**config.mk**
```make
export PLATFORM = sky130hd
export DESIGN_NAME = pmw_ctrl
export DESIGN_NICKNAME = d
export VERILOG_FILES = /design/src/pmw_ctrl.v
export VERILOG_INCLUDE_DIRS = /design/src
export SDC_FILE = /design/constraint.sdc
export NUM_CORES = 1
export LEC_CHECK = 0
export BUFFER_PORTS_ARGS = -buffer_cell sky130_fd_sc_hd__buf_4
export CAP_MARGIN = 15
export CELL_PAD_IN_SITES_DETAIL_PLACEMENT = 1
export CELL_PAD_IN_SITES_GLOBAL_PLACEMENT = 1
export CORE_MARGIN = 2
export CORE_UTILIZATION = 35
export DETAILED_ROUTE_END_ITERATION = 16
export PLACE_DENSITY_LB_ADDON = 0.1
export SETUP_SLACK_MARGIN = 0.5
export SLEW_MARGIN = 20
export SYNTH_ARGS = -nofsm -noshare
export SYNTH_HDL_FRONTEND = slang
export SYNTH_SLANG_ARGS = --single-unit
```
**constraint.sdc**
```tcl
create_clock -name ref_clk -period 4.4 [get_ports ref_clk]
set_clock_uncertainty 0.1 [all_clocks]
set_input_delay 0.88 -clock ref_clk [delete_from_list [all_inputs] [get_ports ref_clk]]
set_output_delay 0.88 -clock ref_clk [all_outputs]
set_load 0.05 [all_outputs]
```
**src/pmw_map.vh**
```
`ifndef PMW_MAP_VH
`define PMW_MAP_VH

// register byte address on the axi4-lite bus
`define PMW_ADDR_PM_CTL 12'h020
// address bits decoded by the slave
`define PMW_ADDR_W 12

// field positions inside power_management_control_low
`define PMW_WAKE_CAUSE_LO 0
`define PMW_WAKE_CAUSE_HI 1
`define PMW_ENERGY_EN_BIT 2
`define PMW_LAN_EN_BIT 3
`define PMW_PHY_RESET_TRIGGER_BIT 4
`define PMW_SUSP_LO 5
`define PMW_SUSP_HI 6
`define PMW_RES_CLR_BIT 9

// reset values
`define PMW_SUSP_RESET 2'h2
`define PMW_WAKE_CAUSE_RESET 2'h0
`define PMW_ENABLE_RESET 1'h0
`define PMW_RES_CLR_RESET 1'h0

// suspend selector encodings
`define PMW_SUSP_ZERO 2'h0
`define PMW_SUSP_ONE 2'h1
`define PMW_SUSP_TWO 2'h2
`define PMW_SUSP_GOOD_FRAME 2'h3

// wake cause encodings
`define PMW_CAUSE_NONE 2'h0
`define PMW_CAUSE_ENERGY 2'h1
`define PMW_CAUSE_LAN 2'h2
`define PMW_CAUSE_MULTI 2'h3

// axi response codes
`define PMW_RESP_OKAY 2'h0
`define PMW_RESP_SLVERR 2'h2

// timing: clock period and least phy reset hold time
`define PMW_CLK_PERIOD_NS 100
`define PMW_PHY_RESET_TRIGGER_MS 2
// least hold time in whole cycles (2 ms at 100 ns), sized to the counter
`define PMW_PHY_RESET_TRIGGER_CYCLES 16'h4E20
// width of the phy reset counter
`define PMW_CNT_W 16

`endif

```
**src/pmw_ctrl.v**
```verilog
`timescale 1ns/100ps
`include "pmw_map.vh"

module pmw_ctrl #(
   parameter [`PMW_CNT_W-1:0] PHY_RESET_TRIGGER_CYCLES = `PMW_PHY_RESET_TRIGGER_CYCLES,
   parameter GOOD_FRAME_SUPPORT = 1
) (
   // clock and reset
   input wire ref_clk,
   input wire rst,
   // axi4-lite write address channel
   input wire s_axi_awvalid,
   output reg s_axi_awready,
   input wire [`PMW_ADDR_W-1:0] s_axi_awaddr,
   // axi4-lite write data channel
   input wire s_axi_wvalid,
   output reg s_axi_wready,
   input wire [31:0] s_axi_wdata,
   input wire [3:0] s_axi_wstrb,
   // axi4-lite write response channel
   output reg s_axi_bvalid,
   input wire s_axi_bready,
   output reg [1:0] s_axi_bresp,
   // axi4-lite read address channel
   input wire s_axi_arvalid,
   output reg s_axi_arready,
   input wire [`PMW_ADDR_W-1:0] s_axi_araddr,
   // axi4-lite read data channel
   output reg s_axi_rvalid,
   input wire s_axi_rready,
   output reg [31:0] s_axi_rdata,
   output reg [1:0] s_axi_rresp,
   // device state from the usb side
   input wire dev_deconfig,
   input wire suspend_enter,
   input wire resume_done,
   // wake sources from the ethernet phy and mac
   input wire energy_detect,
   input wire lan_wake_event,
   // power state, phy reset and usb handshake control
   output reg [1:0] suspend_level,
   output reg phy_reset,
   output reg usb_nak_all,
   output reg wake_request
);

   // address match for the single register of this block
   function addr_hit;
      input [`PMW_ADDR_W-1:0] addr;
      begin
         // compare whole byte addresses so both sides have the same width
         addr_hit = ({addr[`PMW_ADDR_W-1:2], 2'b00} == `PMW_ADDR_PM_CTL);
      end
   endfunction

   // maps the software selector to the level actually entered
   function [1:0] susp_map;
      input [1:0] sel;
      begin
         if (sel == `PMW_SUSP_GOOD_FRAME && GOOD_FRAME_SUPPORT == 0) begin
            susp_map = `PMW_SUSP_TWO;
         end else begin
            susp_map = sel;
         end
      end
   endfunction

   // the fields live in separate flops rather than one 32-bit word so that
   // unimplemented bits cost nothing and always read back as zero
   // register fields
   reg [1:0] susp_sel_reg; // suspend selector
   reg [1:0] susp_sel_next;
   reg lan_en_reg; // lan wake enable
   reg lan_en_next;
   reg energy_en_reg; // energy wake enable
   reg energy_en_next;
   reg [1:0] cause_reg; // wake cause, write one to clear
   reg [1:0] cause_next;
   reg res_clr_reg; // resume clears the lan bit of wake status
   reg res_clr_next;

   // phy reset sequencer
   reg phy_busy_reg; // trigger bit as software sees it
   reg [`PMW_CNT_W-1:0] phy_cnt_reg; // cycles left in the reset pulse

   // low power bookkeeping
   reg low_power_reg; // between suspend entry and resume
   reg lan_armed_reg; // lan enable captured at suspend entry
   reg energy_armed_reg; // energy enable captured at suspend entry
   reg remote_wake_reg; // current wake was raised by a recorded event

   // axi write capture
   reg aw_held_reg; // address taken, waiting for data
   reg [`PMW_ADDR_W-1:0] aw_addr_reg;
   reg w_held_reg; // data taken, waiting for address
   reg [31:0] w_data_reg;
   reg [3:0] w_strb_reg;

   // merged view of the write that can commit this cycle
   wire aw_fire = s_axi_awvalid & s_axi_awready;
   wire w_fire = s_axi_wvalid & s_axi_wready;
   wire aw_have = aw_held_reg | aw_fire;
   wire w_have = w_held_reg | w_fire;
   wire [`PMW_ADDR_W-1:0] wr_addr = aw_held_reg ? aw_addr_reg : s_axi_awaddr;
   wire [31:0] wr_data = w_held_reg ? w_data_reg : s_axi_wdata;
   wire [3:0] wr_strb = w_held_reg ? w_strb_reg : s_axi_wstrb;
   wire wr_commit = aw_have & w_have & ~s_axi_bvalid;
   wire wr_hit = wr_commit & addr_hit(wr_addr);
   // byte lanes carrying the fields
   wire wr_lane0 = wr_hit & wr_strb[0];
   wire wr_lane1 = wr_hit & wr_strb[1];

   // qualified wake events while in the reduced power state
   wire energy_evt = low_power_reg & energy_armed_reg & energy_detect;
   wire lan_evt = low_power_reg & lan_armed_reg & lan_wake_event;
   wire [1:0] cause_set = {lan_evt, energy_evt};

   // phy reset start: a write of one is honoured only when idle
   wire phy_start = wr_lane0 & wr_data[`PMW_PHY_RESET_TRIGGER_BIT] & ~phy_busy_reg;

   // value the trigger bit takes at the next edge; the phy reset line and
   // the nak flag follow this so that all three drop in the same edge and
   // the bit never reads low while the phy is still held
   wire phy_cnt_done = (phy_cnt_reg == {`PMW_CNT_W{1'b0}});
   wire phy_busy_next = phy_start | (phy_busy_reg & ~phy_cnt_done);

   // the order of the statements below sets the priorities: write, then
   // resume-clear, then new events, then deconfiguration of the selector
   // next value of the software fields
   always @* begin
      susp_sel_next = susp_sel_reg;
      lan_en_next = lan_en_reg;
      energy_en_next = energy_en_reg;
      res_clr_next = res_clr_reg;
      cause_next = cause_reg;
      if (wr_lane0) begin
         // the host keeps the selector at level two while unconfigured
         susp_sel_next = wr_data[`PMW_SUSP_HI:`PMW_SUSP_LO];
         lan_en_next = wr_data[`PMW_LAN_EN_BIT];
         energy_en_next = wr_data[`PMW_ENERGY_EN_BIT];
         // either cause bit written as one clears the whole field
         if (|wr_data[`PMW_WAKE_CAUSE_HI:`PMW_WAKE_CAUSE_LO]) begin
            cause_next = `PMW_CAUSE_NONE;
         end
      end
      if (wr_lane1) begin
         res_clr_next = wr_data[`PMW_RES_CLR_BIT];
      end
      // remote-initiated resume drops the lan bit when enabled
      if (resume_done & res_clr_reg & remote_wake_reg) begin
         cause_next[`PMW_WAKE_CAUSE_HI] = 1'b0;
      end
      // a new event wins over any clear in the same cycle; or-ing
      // energy and lan bits yields 11 when both have occurred
      cause_next = cause_next | cause_set;
      // deconfiguration overrides any write to the selector
      if (dev_deconfig) begin
         susp_sel_next = `PMW_SUSP_RESET;
      end
   end

   // every field returns to its reset value on reset; the selector resets
   // to level two, the only level valid while unconfigured
   // register field storage
   always @(posedge ref_clk) begin
      if (rst) begin
         susp_sel_reg <= `PMW_SUSP_RESET;
         lan_en_reg <= `PMW_ENABLE_RESET;
         energy_en_reg <= `PMW_ENABLE_RESET;
         cause_reg <= `PMW_WAKE_CAUSE_RESET;
         res_clr_reg <= `PMW_RES_CLR_RESET;
      end else begin
         susp_sel_reg <= susp_sel_next;
         lan_en_reg <= lan_en_next;
         energy_en_reg <= energy_en_next;
         cause_reg <= cause_next;
         res_clr_reg <= res_clr_next;
      end
   end

   // the pulse length is a parameter: the default gives the full hold time,
   // a bench may shorten it; software cannot cut it short because a start
   // is only accepted while the sequencer is idle
   // phy reset sequencer: counts the hold time down, then releases
   always @(posedge ref_clk) begin
      if (rst) begin
         phy_busy_reg <= 1'b0;
         phy_cnt_reg <= {`PMW_CNT_W{1'b0}};
      end else if (phy_start) begin
         phy_busy_reg <= 1'b1;
         phy_cnt_reg <= PHY_RESET_TRIGGER_CYCLES - 16'h0001;
      end else if (phy_busy_reg) begin
         if (phy_cnt_reg == {`PMW_CNT_W{1'b0}}) begin
            // bit drops in the same edge that releases the phy
            phy_busy_reg <= 1'b0;
         end else begin
            phy_cnt_reg <= phy_cnt_reg - 16'h0001;
         end
      end
   end

   // limitation: an event in the very cycle of suspend entry is not recorded,
   // because the armed copies only take effect from the next edge
   // low power tracking; enables are sampled at entry so a late enable
   // cannot turn an already pending line event into a wake cause
   always @(posedge ref_clk) begin
      if (rst) begin
         low_power_reg <= 1'b0;
         lan_armed_reg <= 1'b0;
         energy_armed_reg <= 1'b0;
         remote_wake_reg <= 1'b0;
         wake_request <= 1'b0;
      end else begin
         if (suspend_enter) begin
            low_power_reg <= 1'b1;
            lan_armed_reg <= lan_en_reg;
            energy_armed_reg <= energy_en_reg;
            remote_wake_reg <= 1'b0;
         end else if (resume_done) begin
            low_power_reg <= 1'b0;
            remote_wake_reg <= 1'b0;
         end else if (|cause_set) begin
            remote_wake_reg <= 1'b1;
         end
         // wake request stands from the first event until the resume or the next suspend entry
         if (resume_done | suspend_enter) begin
            wake_request <= 1'b0;
         end else if (|cause_set) begin
            wake_request <= 1'b1;
         end
      end
   end

   // outputs toward the power, phy and usb logic
   always @(posedge ref_clk) begin
      if (rst) begin
         suspend_level <= `PMW_SUSP_RESET;
         phy_reset <= 1'b0;
         usb_nak_all <= 1'b0;
      end else begin
         suspend_level <= susp_map(susp_sel_next);
         // both track the trigger bit edge for edge, so software never sees
         // the bit clear while the phy is still held or the usb side naks
         phy_reset <= phy_busy_next;
         usb_nak_all <= phy_busy_next;
      end
   end

   // hazard avoided: the field update and bvalid come from the same commit
   // term, so a write is never answered without having taken effect, and
   // no second write is taken while the response still stands
   // axi write channels: each side is taken on its own, the
   // response follows once both are in hand
   always @(posedge ref_clk) begin
      if (rst) begin
         s_axi_awready <= 1'b1;
         s_axi_wready <= 1'b1;
         s_axi_bvalid <= 1'b0;
         s_axi_bresp <= `PMW_RESP_OKAY;
         aw_held_reg <= 1'b0;
         aw_addr_reg <= {`PMW_ADDR_W{1'b0}};
         w_held_reg <= 1'b0;
         w_data_reg <= 32'h00000000;
         w_strb_reg <= 4'h0;
      end else begin
         if (aw_fire) begin
            s_axi_awready <= 1'b0;
            aw_addr_reg <= s_axi_awaddr;
         end
         if (w_fire) begin
            s_axi_wready <= 1'b0;
            w_data_reg <= s_axi_wdata;
            w_strb_reg <= s_axi_wstrb;
         end
         if (wr_commit) begin
            // the write takes effect now; answer on the next edge
            aw_held_reg <= 1'b0;
            w_held_reg <= 1'b0;
            s_axi_bvalid <= 1'b1;
            s_axi_bresp <= addr_hit(wr_addr) ? `PMW_RESP_OKAY : `PMW_RESP_SLVERR;
         end else begin
            if (aw_fire) begin
               aw_held_reg <= 1'b1;
            end
            if (w_fire) begin
               w_held_reg <= 1'b1;
            end
         end
         if (s_axi_bvalid & s_axi_bready) begin
            // reopen both channels only after the response is gone
            s_axi_bvalid <= 1'b0;
            s_axi_awready <= 1'b1;
            s_axi_wready <= 1'b1;
         end
      end
   end

   // read data is a snapshot at the address edge; it stands unchanged until
   // the master takes it even if the fields move meanwhile
   // axi read: one outstanding read, data one cycle after address
   always @(posedge ref_clk) begin
      if (rst) begin
         s_axi_arready <= 1'b1;
         s_axi_rvalid <= 1'b0;
         s_axi_rdata <= 32'h00000000;
         s_axi_rresp <= `PMW_RESP_OKAY;
      end else begin
         if (s_axi_arvalid & s_axi_arready) begin
            s_axi_arready <= 1'b0;
            s_axi_rvalid <= 1'b1;
            s_axi_rdata <= 32'h00000000;
            if (addr_hit(s_axi_araddr)) begin
               s_axi_rresp <= `PMW_RESP_OKAY;
               // unused and reserved bits read as zero
               s_axi_rdata[`PMW_RES_CLR_BIT] <= res_clr_reg;
               s_axi_rdata[`PMW_SUSP_HI:`PMW_SUSP_LO] <= susp_sel_reg;
               s_axi_rdata[`PMW_PHY_RESET_TRIGGER_BIT] <= phy_busy_reg;
               s_axi_rdata[`PMW_LAN_EN_BIT] <= lan_en_reg;
               s_axi_rdata[`PMW_ENERGY_EN_BIT] <= energy_en_reg;
               s_axi_rdata[`PMW_WAKE_CAUSE_HI:`PMW_WAKE_CAUSE_LO] <= cause_reg;
            end else begin
               s_axi_rresp <= `PMW_RESP_SLVERR;
            end
         end else if (s_axi_rvalid & s_axi_rready) begin
            s_axi_rvalid <= 1'b0;
            s_axi_arready <= 1'b1;
         end
      end
   end

endmodule // pmw_ctrl

```
==> results.md, run 1 <==
* R2R Path Start: phy_cnt_reg[0]
* CTS Hold Buffers Added at 0
* Die Footprint at 0.009176 mm2
* LEAKAGE at around 0.0015 uW
* Part of the power in the clock network at 0.419
* Switching share of power at 0.2762
* Final ANT Viol Nets at 0
* Ys Warns at 0
* Number of antenna violations at the first check in global routing at 0
* Switching power total at between 300 and 400 uW
* DIE WIDTH at between 90 and 100 um
* Logic pwr share at 0.129
* Routability cong. at 0.7566
* Async SR Flop Fraction at 0
* Worst Setup SP: phy_cnt_reg[0]
* Io pins at around 120
* Worst VDD drop at ~0.00017 V
* RSZ-0062 raised after global routing: false
* Int Pwr at 1011 uW
* Initial Utilization at 0.3607
* EDFF count, synth at 0
* Routed wire per std cell at around 14 um
* Post-synthesis mux area share at 0.02121
* Flops & latches, synth at 66
* Clock root buffer master: clkbuf_8
* Final Util at 0.4392
* Core Region at 0.008175 mm2
* # port buffers at just over 60
* First drt pass iteration count at 4
* Hold Startpoint: aw_addr_reg[5]
* Final Max Slew Viols at 0
* Dominant cell type by area after synthesis: dfxtp_1
* Max stage delay on crit path at approximately 0.62 ns
* Nature of the critical path endpoint: register
* Actual slew at the worst max-slew pin at approximately 0.86 ns
* Main combinational cell family by area after synthesis: simple AND/OR/NAND/NOR gates
* Setup TNS at 0 ns
* FF-to-FF setup slack at 1.84 ns
* Startpoint types: register
* Peak fanout along the critical path at 9
* Vias in the first global route at approximately 2.5k
* Worst setup endpoint: phy_cnt_reg[1]
* Total grt overflow at 0
* Clock-pin slew on the worst setup and hold paths at approximately 0.070 ns
* Post-DR vias/cell at roughly 4.9
* Flop pwr share at 0.452
* Fraction of layout cells with a size suffix above 1 at 0.2162
* Setup bufs post-CTS at 0
* First-pass GRT wire length at around 12 mm
* Fillers at 1015
* GRT Total Usage at 0.1680
* CTS tree: yes
* Post-synthesis sequential area ratio at 0.4480
* N_diodes at 0
* Reg2Reg Depth at 7
* Pwr Total at about 1400 uW
* Die Y at 95.79 um
* Post-cts sizing count at 0
* Max_cap viols at 0
* Worst Hold Class: register to register
* Initial DRC Count at 88
* Routed WL at ~7.2 mm
* Post-Synth Adder-Cell Area at 0.004243
* Final hold vios at 0
* Setup CP Type: register to register
* Largest net degree at the start of global routing at 59
* Most used DFF post-synth: dfxtp_1
* Xor/xnor share of the synthesized area at 0.03267
* Final setup vio count at 0
* Synth area leaders: dfxtp_1 (45%), a21oi_1 (7.8%), buf_4 (7.4%)
* Status: completed
* Tightest hold margin at 0.3575 ns
* Routed vias at around 2.5k
* Register area at between 0.001 and 0.0015 mm2
* Area grow syn2layout at 21.76%
* Final nets at approximately 480
* CP required at about 4.6 ns
* Clock Sinks at 66
* H-tree Lvls at 3
* Max Fclk at slightly below 0.4 GHz
* CP max stage cell: nor3b_1
* Synth Area in Simple Gates at 0.2363
* Hpwl dp at just over 5 mm
* Synth top area share at 0.4480
* Drc violations at 0
* Slew headroom at 0.4278
* Distinct cells, synth at between 40 and 50
* Tcrit/Tclk final at 0.5811
* Worst EP arrival at 2.73 ns
* Multi-input gate area at between 0.001 and 0.0015 mm2
* R2R Path End: phy_cnt_reg[1]
* Cell count after synthesis at roughly 350
* Cell area after synthesis at around 0.003 mm2
* PD cells at 389.0 mW/mm2
* Worst skew pair latency at between 0.3 and 0.4 ns
* Most common cell after layout, fill and taps aside: dfxtp_1
* Most frequent cells in the layout: dfxtp_1 (66), buf_4 (62), nand2_1 (51), a21oi_1 (46), conb_1 (26)
* Minimum clock period at approximately 2.6 ns
* Max clock buf depth at 2
* Max FFs per register at 16
* Std-Cell Rows at 33
* Compound-Gate Fraction of Synth Area at 0.1566
* CP Cell Sequence: inv_1, ha_1, nor3b_1, nand4_2, nand2_1, mux2_2, a21oi_1
* TritonCTS Buffers at 9
* Synthesized area per cell at 8.523 um2
-- worst min path at each step --
stage	depth (start not counted)	endpoint
2_1_floorplan	2	w_data_reg[9]
3_3_place_gp	2	w_data_reg[9]
3_5_place_dp	2	w_data_reg[1]
4_1_cts	2	w_data_reg[1]
5_1_grt	2	aw_addr_reg[2]
6_report	2	aw_addr_reg[5]
-- cell type report --
class                           count  area share
Clock buffer                       11     0.03937
Timing Repair Buffer               62      0.1296
Tap cell                          105     0.03659
Multi-Input combinational cell    258      0.3976
Clock inverter                      5     0.02369
Sequential cell                    66      0.3679
Inverter                            5    0.005226
-- stage by stage --
stage,worst slack [ns],cell area [um2],instances
floorplan,2.164,3043,371
global placement,1.579,3364,496
detailed placement,1.586,3364,496
CTS,1.820,3591,512
global route,1.656,3591,512
finish,1.843,3591,512
-- metal layers --
metal | vias up | global-route usage | routed length (um)
met5 | - | 0 | 0
met4 | 0 | 0.06071 | 87
met3 | 8 | 0.04855 | 309
met2 | 44 | 0.2844 | 3644
met1 | 1201 | 0.2025 | 3114
li1 | 1274 | - | -
-- synthesized netlist by cell type (all sizes together) (3+ instances only) --
cell	number
xor2	6
mux2i	4
nand4	6
dfxtp	66
xnor2	5
nand3	8
buf	32
clkbuf	10
a21oi	46
nor3	14
nand2b	4
a31oi	3
nor2	26
a22oi	8
o22ai	4
o21ai	4
a211oi	3
a21o	3
inv	5
or4	3
nor4	10
nand2	51
-- worst max-delay path: cells and delay by family, from the launching register on --
kind / cells / cell delay (ns)
compound gates: 1 / 0.13
fa+ha+maj: 1 / 0.20
buf+inv: 1 / 0.10
flops: 1 / 0.33
mux: 1 / 0.35
simple gates: 3 / 1.27
-- power groups by stage --
stage / combinational (uW) / sequential (uW) / clock [uW]
4_1_cts: 182 / 631 / 606
6_report: 180 / 631 / 585
3_3_place_gp: 180 / 645 / 0
5_1_grt: 198 / 634 / 625
3_5_place_dp: 182 / 645 / 0
2_1_floorplan: 126 / 660 / 0
-- cell families after synthesis --
group | Yosys count
flops | 66
other cells | 1
fa+ha+maj | 1
buf+inv | 47
compound gates | 78
mux | 6
xor+xnor | 11
simple gates | 136
Power figures use the tool's default switching activity.
==> inputs of run 2 (changes only) <==
CORE_UTILIZATION = 31   (was 35)
clock period = 2.1 ns   (was 4.4 ns; I/O delays follow)
==> run 2 against run 1 <==
First-iteration DRC count fell by 48%. Cell count up 12%. Register-to-register slack got worse by 1.6 ns. Critical path type unchanged. Largest cell class unchanged.
==> results.md, run 2 (synthesis gave the netlist of run 1 again) <==
* Status: completed (unchanged)
* Die Footprint at 0.01031 mm2 (was 0.009176 mm2)
* Final ANT Viol Nets at 0 (unchanged)
* Clock Sinks at 66 (unchanged)
* # port buffers at 61 (unchanged)
* FF-to-FF setup slack at 0.26 ns (was 1.84 ns)
* Tightest hold margin at 0.1900 ns (was 0.3575 ns)
* Post-DR vias/cell at 4.730 (was 4.936)
* N_diodes at 0 (unchanged)
* Drc violations at 0 (unchanged)
* Final setup vio count at 0 (unchanged)
* Hold Startpoint: s_axi_wvalid (was aw_addr_reg[5])
* Routed vias at 2720 (was 2527)
* Core Region at 0.009240 mm2 (was 0.008175 mm2)
* Tcrit/Tclk final at 0.8752 (was 0.5811)
* Max Fclk at 0.5441 GHz (was 0.3911 GHz)
* R2R Path End: phy_cnt_reg[15] (was phy_cnt_reg[1])
* TritonCTS Buffers at 9 (unchanged)
* Max clock buf depth at 2 (unchanged)
* CTS tree: yes (unchanged)
* Met1 usage at 0.1968 (was 0.2025)
* Fillers at 1093 (was 1015)
* Max_cap viols at 0 (unchanged)
* Initial Utilization at 0.3192 (was 0.3607)
* Routed wire per std cell at 14.39 um (was 13.97 um)
* Worst Hold Class: input pin to register (was register to register)
* Setup TNS at 0 ns (unchanged)
* Routability cong. at 0.7124 (was 0.7566)
* Max FFs per register at 16 (unchanged)
* Startpoint types: register (unchanged)
* Peak fanout along the critical path at 6 (was 9)
* Clock root buffer master: clkbuf_8 (unchanged)
* LEAKAGE at 0.001743 uW (was 0.001472 uW)
* Number of antenna violations at the first check in global routing at 0 (unchanged)
* Setup CP Type: register to register (unchanged)
* Reg2Reg Depth at 5 (was 7)
* Most common cell after layout, fill and taps aside: buf_4 (was dfxtp_1)
* Largest net degree at the start of global routing at 35 (was 59)
* R2R Path Start: phy_cnt_reg[6] (was phy_cnt_reg[0])
* First drt pass iteration count at 4 (unchanged)
* First-pass GRT wire length at 13.13 mm (was 11.97 mm)
* Clock-pin slew on the worst setup and hold paths at 0.08 ns (was 0.07 ns)
* Worst Hold Depth at 2 (unchanged)
* Routed WL at 8.273 mm (was 7.155 mm)
* DIE WIDTH at 101.5 um (was 95.79 um)
* Nature of the critical path endpoint: register (unchanged)
* Worst VDD drop at 0.0003485 V (was 0.0001669 V)
* Total grt overflow at 0 (unchanged)
* RSZ-0062 raised after global routing: true (was false)
* Most frequent cells in the layout: buf_4 (90), nand2_1 (49), dfxtp_1 (47), a21oi_1 (37), conb_1 (26) (was dfxtp_1 (66), buf_4 (62), nand2_1 (51), a21oi_1 (46), conb_1 (26))
* Fraction of layout cells with a size suffix above 1 at 0.4103 (was 0.2162)
* Vias in the first global route at 2764 (was 2514)
* Met3 capacity usage during global routing at 0.03658 (was 0.04855)
* Met2 Track Usage GR at 0.2824 (was 0.2844)
* Std-Cell Rows at 35 (was 33)
* CP required at 2.24 ns (was 4.57 ns)
* Grt peak-use layer: met2 (unchanged)
* PD cells at 653.2 mW/mm2 (was 389.0 mW/mm2)
* Worst EP arrival at 1.98 ns (was 2.73 ns)
* Die Y at 101.5 um (was 95.79 um)
* Minimum clock period at 1.838 ns (was 2.557 ns)
* Final hold vios at 0 (unchanged)
* Initial DRC Count at 46 (was 88)
* GRT Total Usage at 0.1615 (was 0.1680)
* Hpwl dp at 5.525 mm (was 5.093 mm)
* Worst skew pair latency at 0.35 ns (was 0.34 ns)
* H-tree Lvls at 3 (unchanged)
* Io pins at 118 (unchanged)
* Area grow syn2layout at 43.70% (was 21.76%)
* Final Max Slew Viols at 0 (unchanged)
* Final nets at 514 (was 475)
* Hold path endpoint: s_axi_wready (was aw_addr_reg[5])
-- run 2: timing repair --
item	in CTS	in global routing
buffers inserted	24	6
setup endpoints to repair	26	25
cloned	1	0
hold buffers	0	0
resized for setup	44	23
pin swaps	26	19
-- run 2: area by class of cell --
| class | instances | area (um2) | area share |
|---|---|---|---|
| multi-input combinational | 258 | 1710 | 0.4036 |
| sequential | 66 | 1360 | 0.3209 |
| timing repair buffer | 101 | 799.5 | 0.1887 |
| tap | 129 | 161.4 | 0.03809 |
| clock buffer | 11 | 151.4 | 0.03572 |
| clock inverter | 5 | 36.28 | 0.008562 |
| inverter | 5 | 18.77 | 0.004429 |
-- run 2: layer usage --
metal	routed length, um	part of all wire
met1	3610	0.44
met5	0	0
met3	201	0.024
met2	4337	0.52
met4	123	0.015
-- run 2: where the power goes --
group | switching (uW) | total [uW] | internal, uW
registers | 31.5 | 1320 | 1290
clock network | 528 | 1030 | 498
logic | 281 | 422 | 142
-- run 2: worst max path at each step --
| stage | start | to | depth (start not counted) |
|---|---|---|---|
| global route | phy_cnt_reg[0] | phy_cnt_reg[9] | 9 |
| detailed placement | s_axi_awaddr[2] | res_clr_reg | 8 |
| global placement | s_axi_awaddr[2] | lan_en_reg | 8 |
| finish | phy_cnt_reg[6] | phy_cnt_reg[15] | 5 |
| floorplan | phy_cnt_reg[7] | phy_cnt_reg[15] | 6 |
| CTS | phy_cnt_reg[6] | phy_cnt_reg[15] | 5 |
-- run 2: worst max-delay path, stage by stage, from the launching register on --
cell and delay, ns:
dfxtp_4 0.36, or4_4 0.61, nor3_4 0.17, and4_1 0.23, mux2i_1 0.21, nor2_2 0.04
-- run 2: metrics by stage --
stage | area, um2 | total power (uW) | utilization | cells | setup WS [ns]
after detailed placement | 3538 | 1749 | 0.3829 | 528 | 0.05262
after floorplan | 3133 | 1652 | - | 371 | 0.3385
after global routing | 4238 | 2889 | 0.4586 | 575 | 0.1517
after global placement | 3538 | 1743 | 0.3829 | 528 | 0.06896
final | 4238 | 2768 | 0.4586 | 575 | 0.2621
after CTS | 4090 | 2801 | 0.4427 | 569 | 0.3026
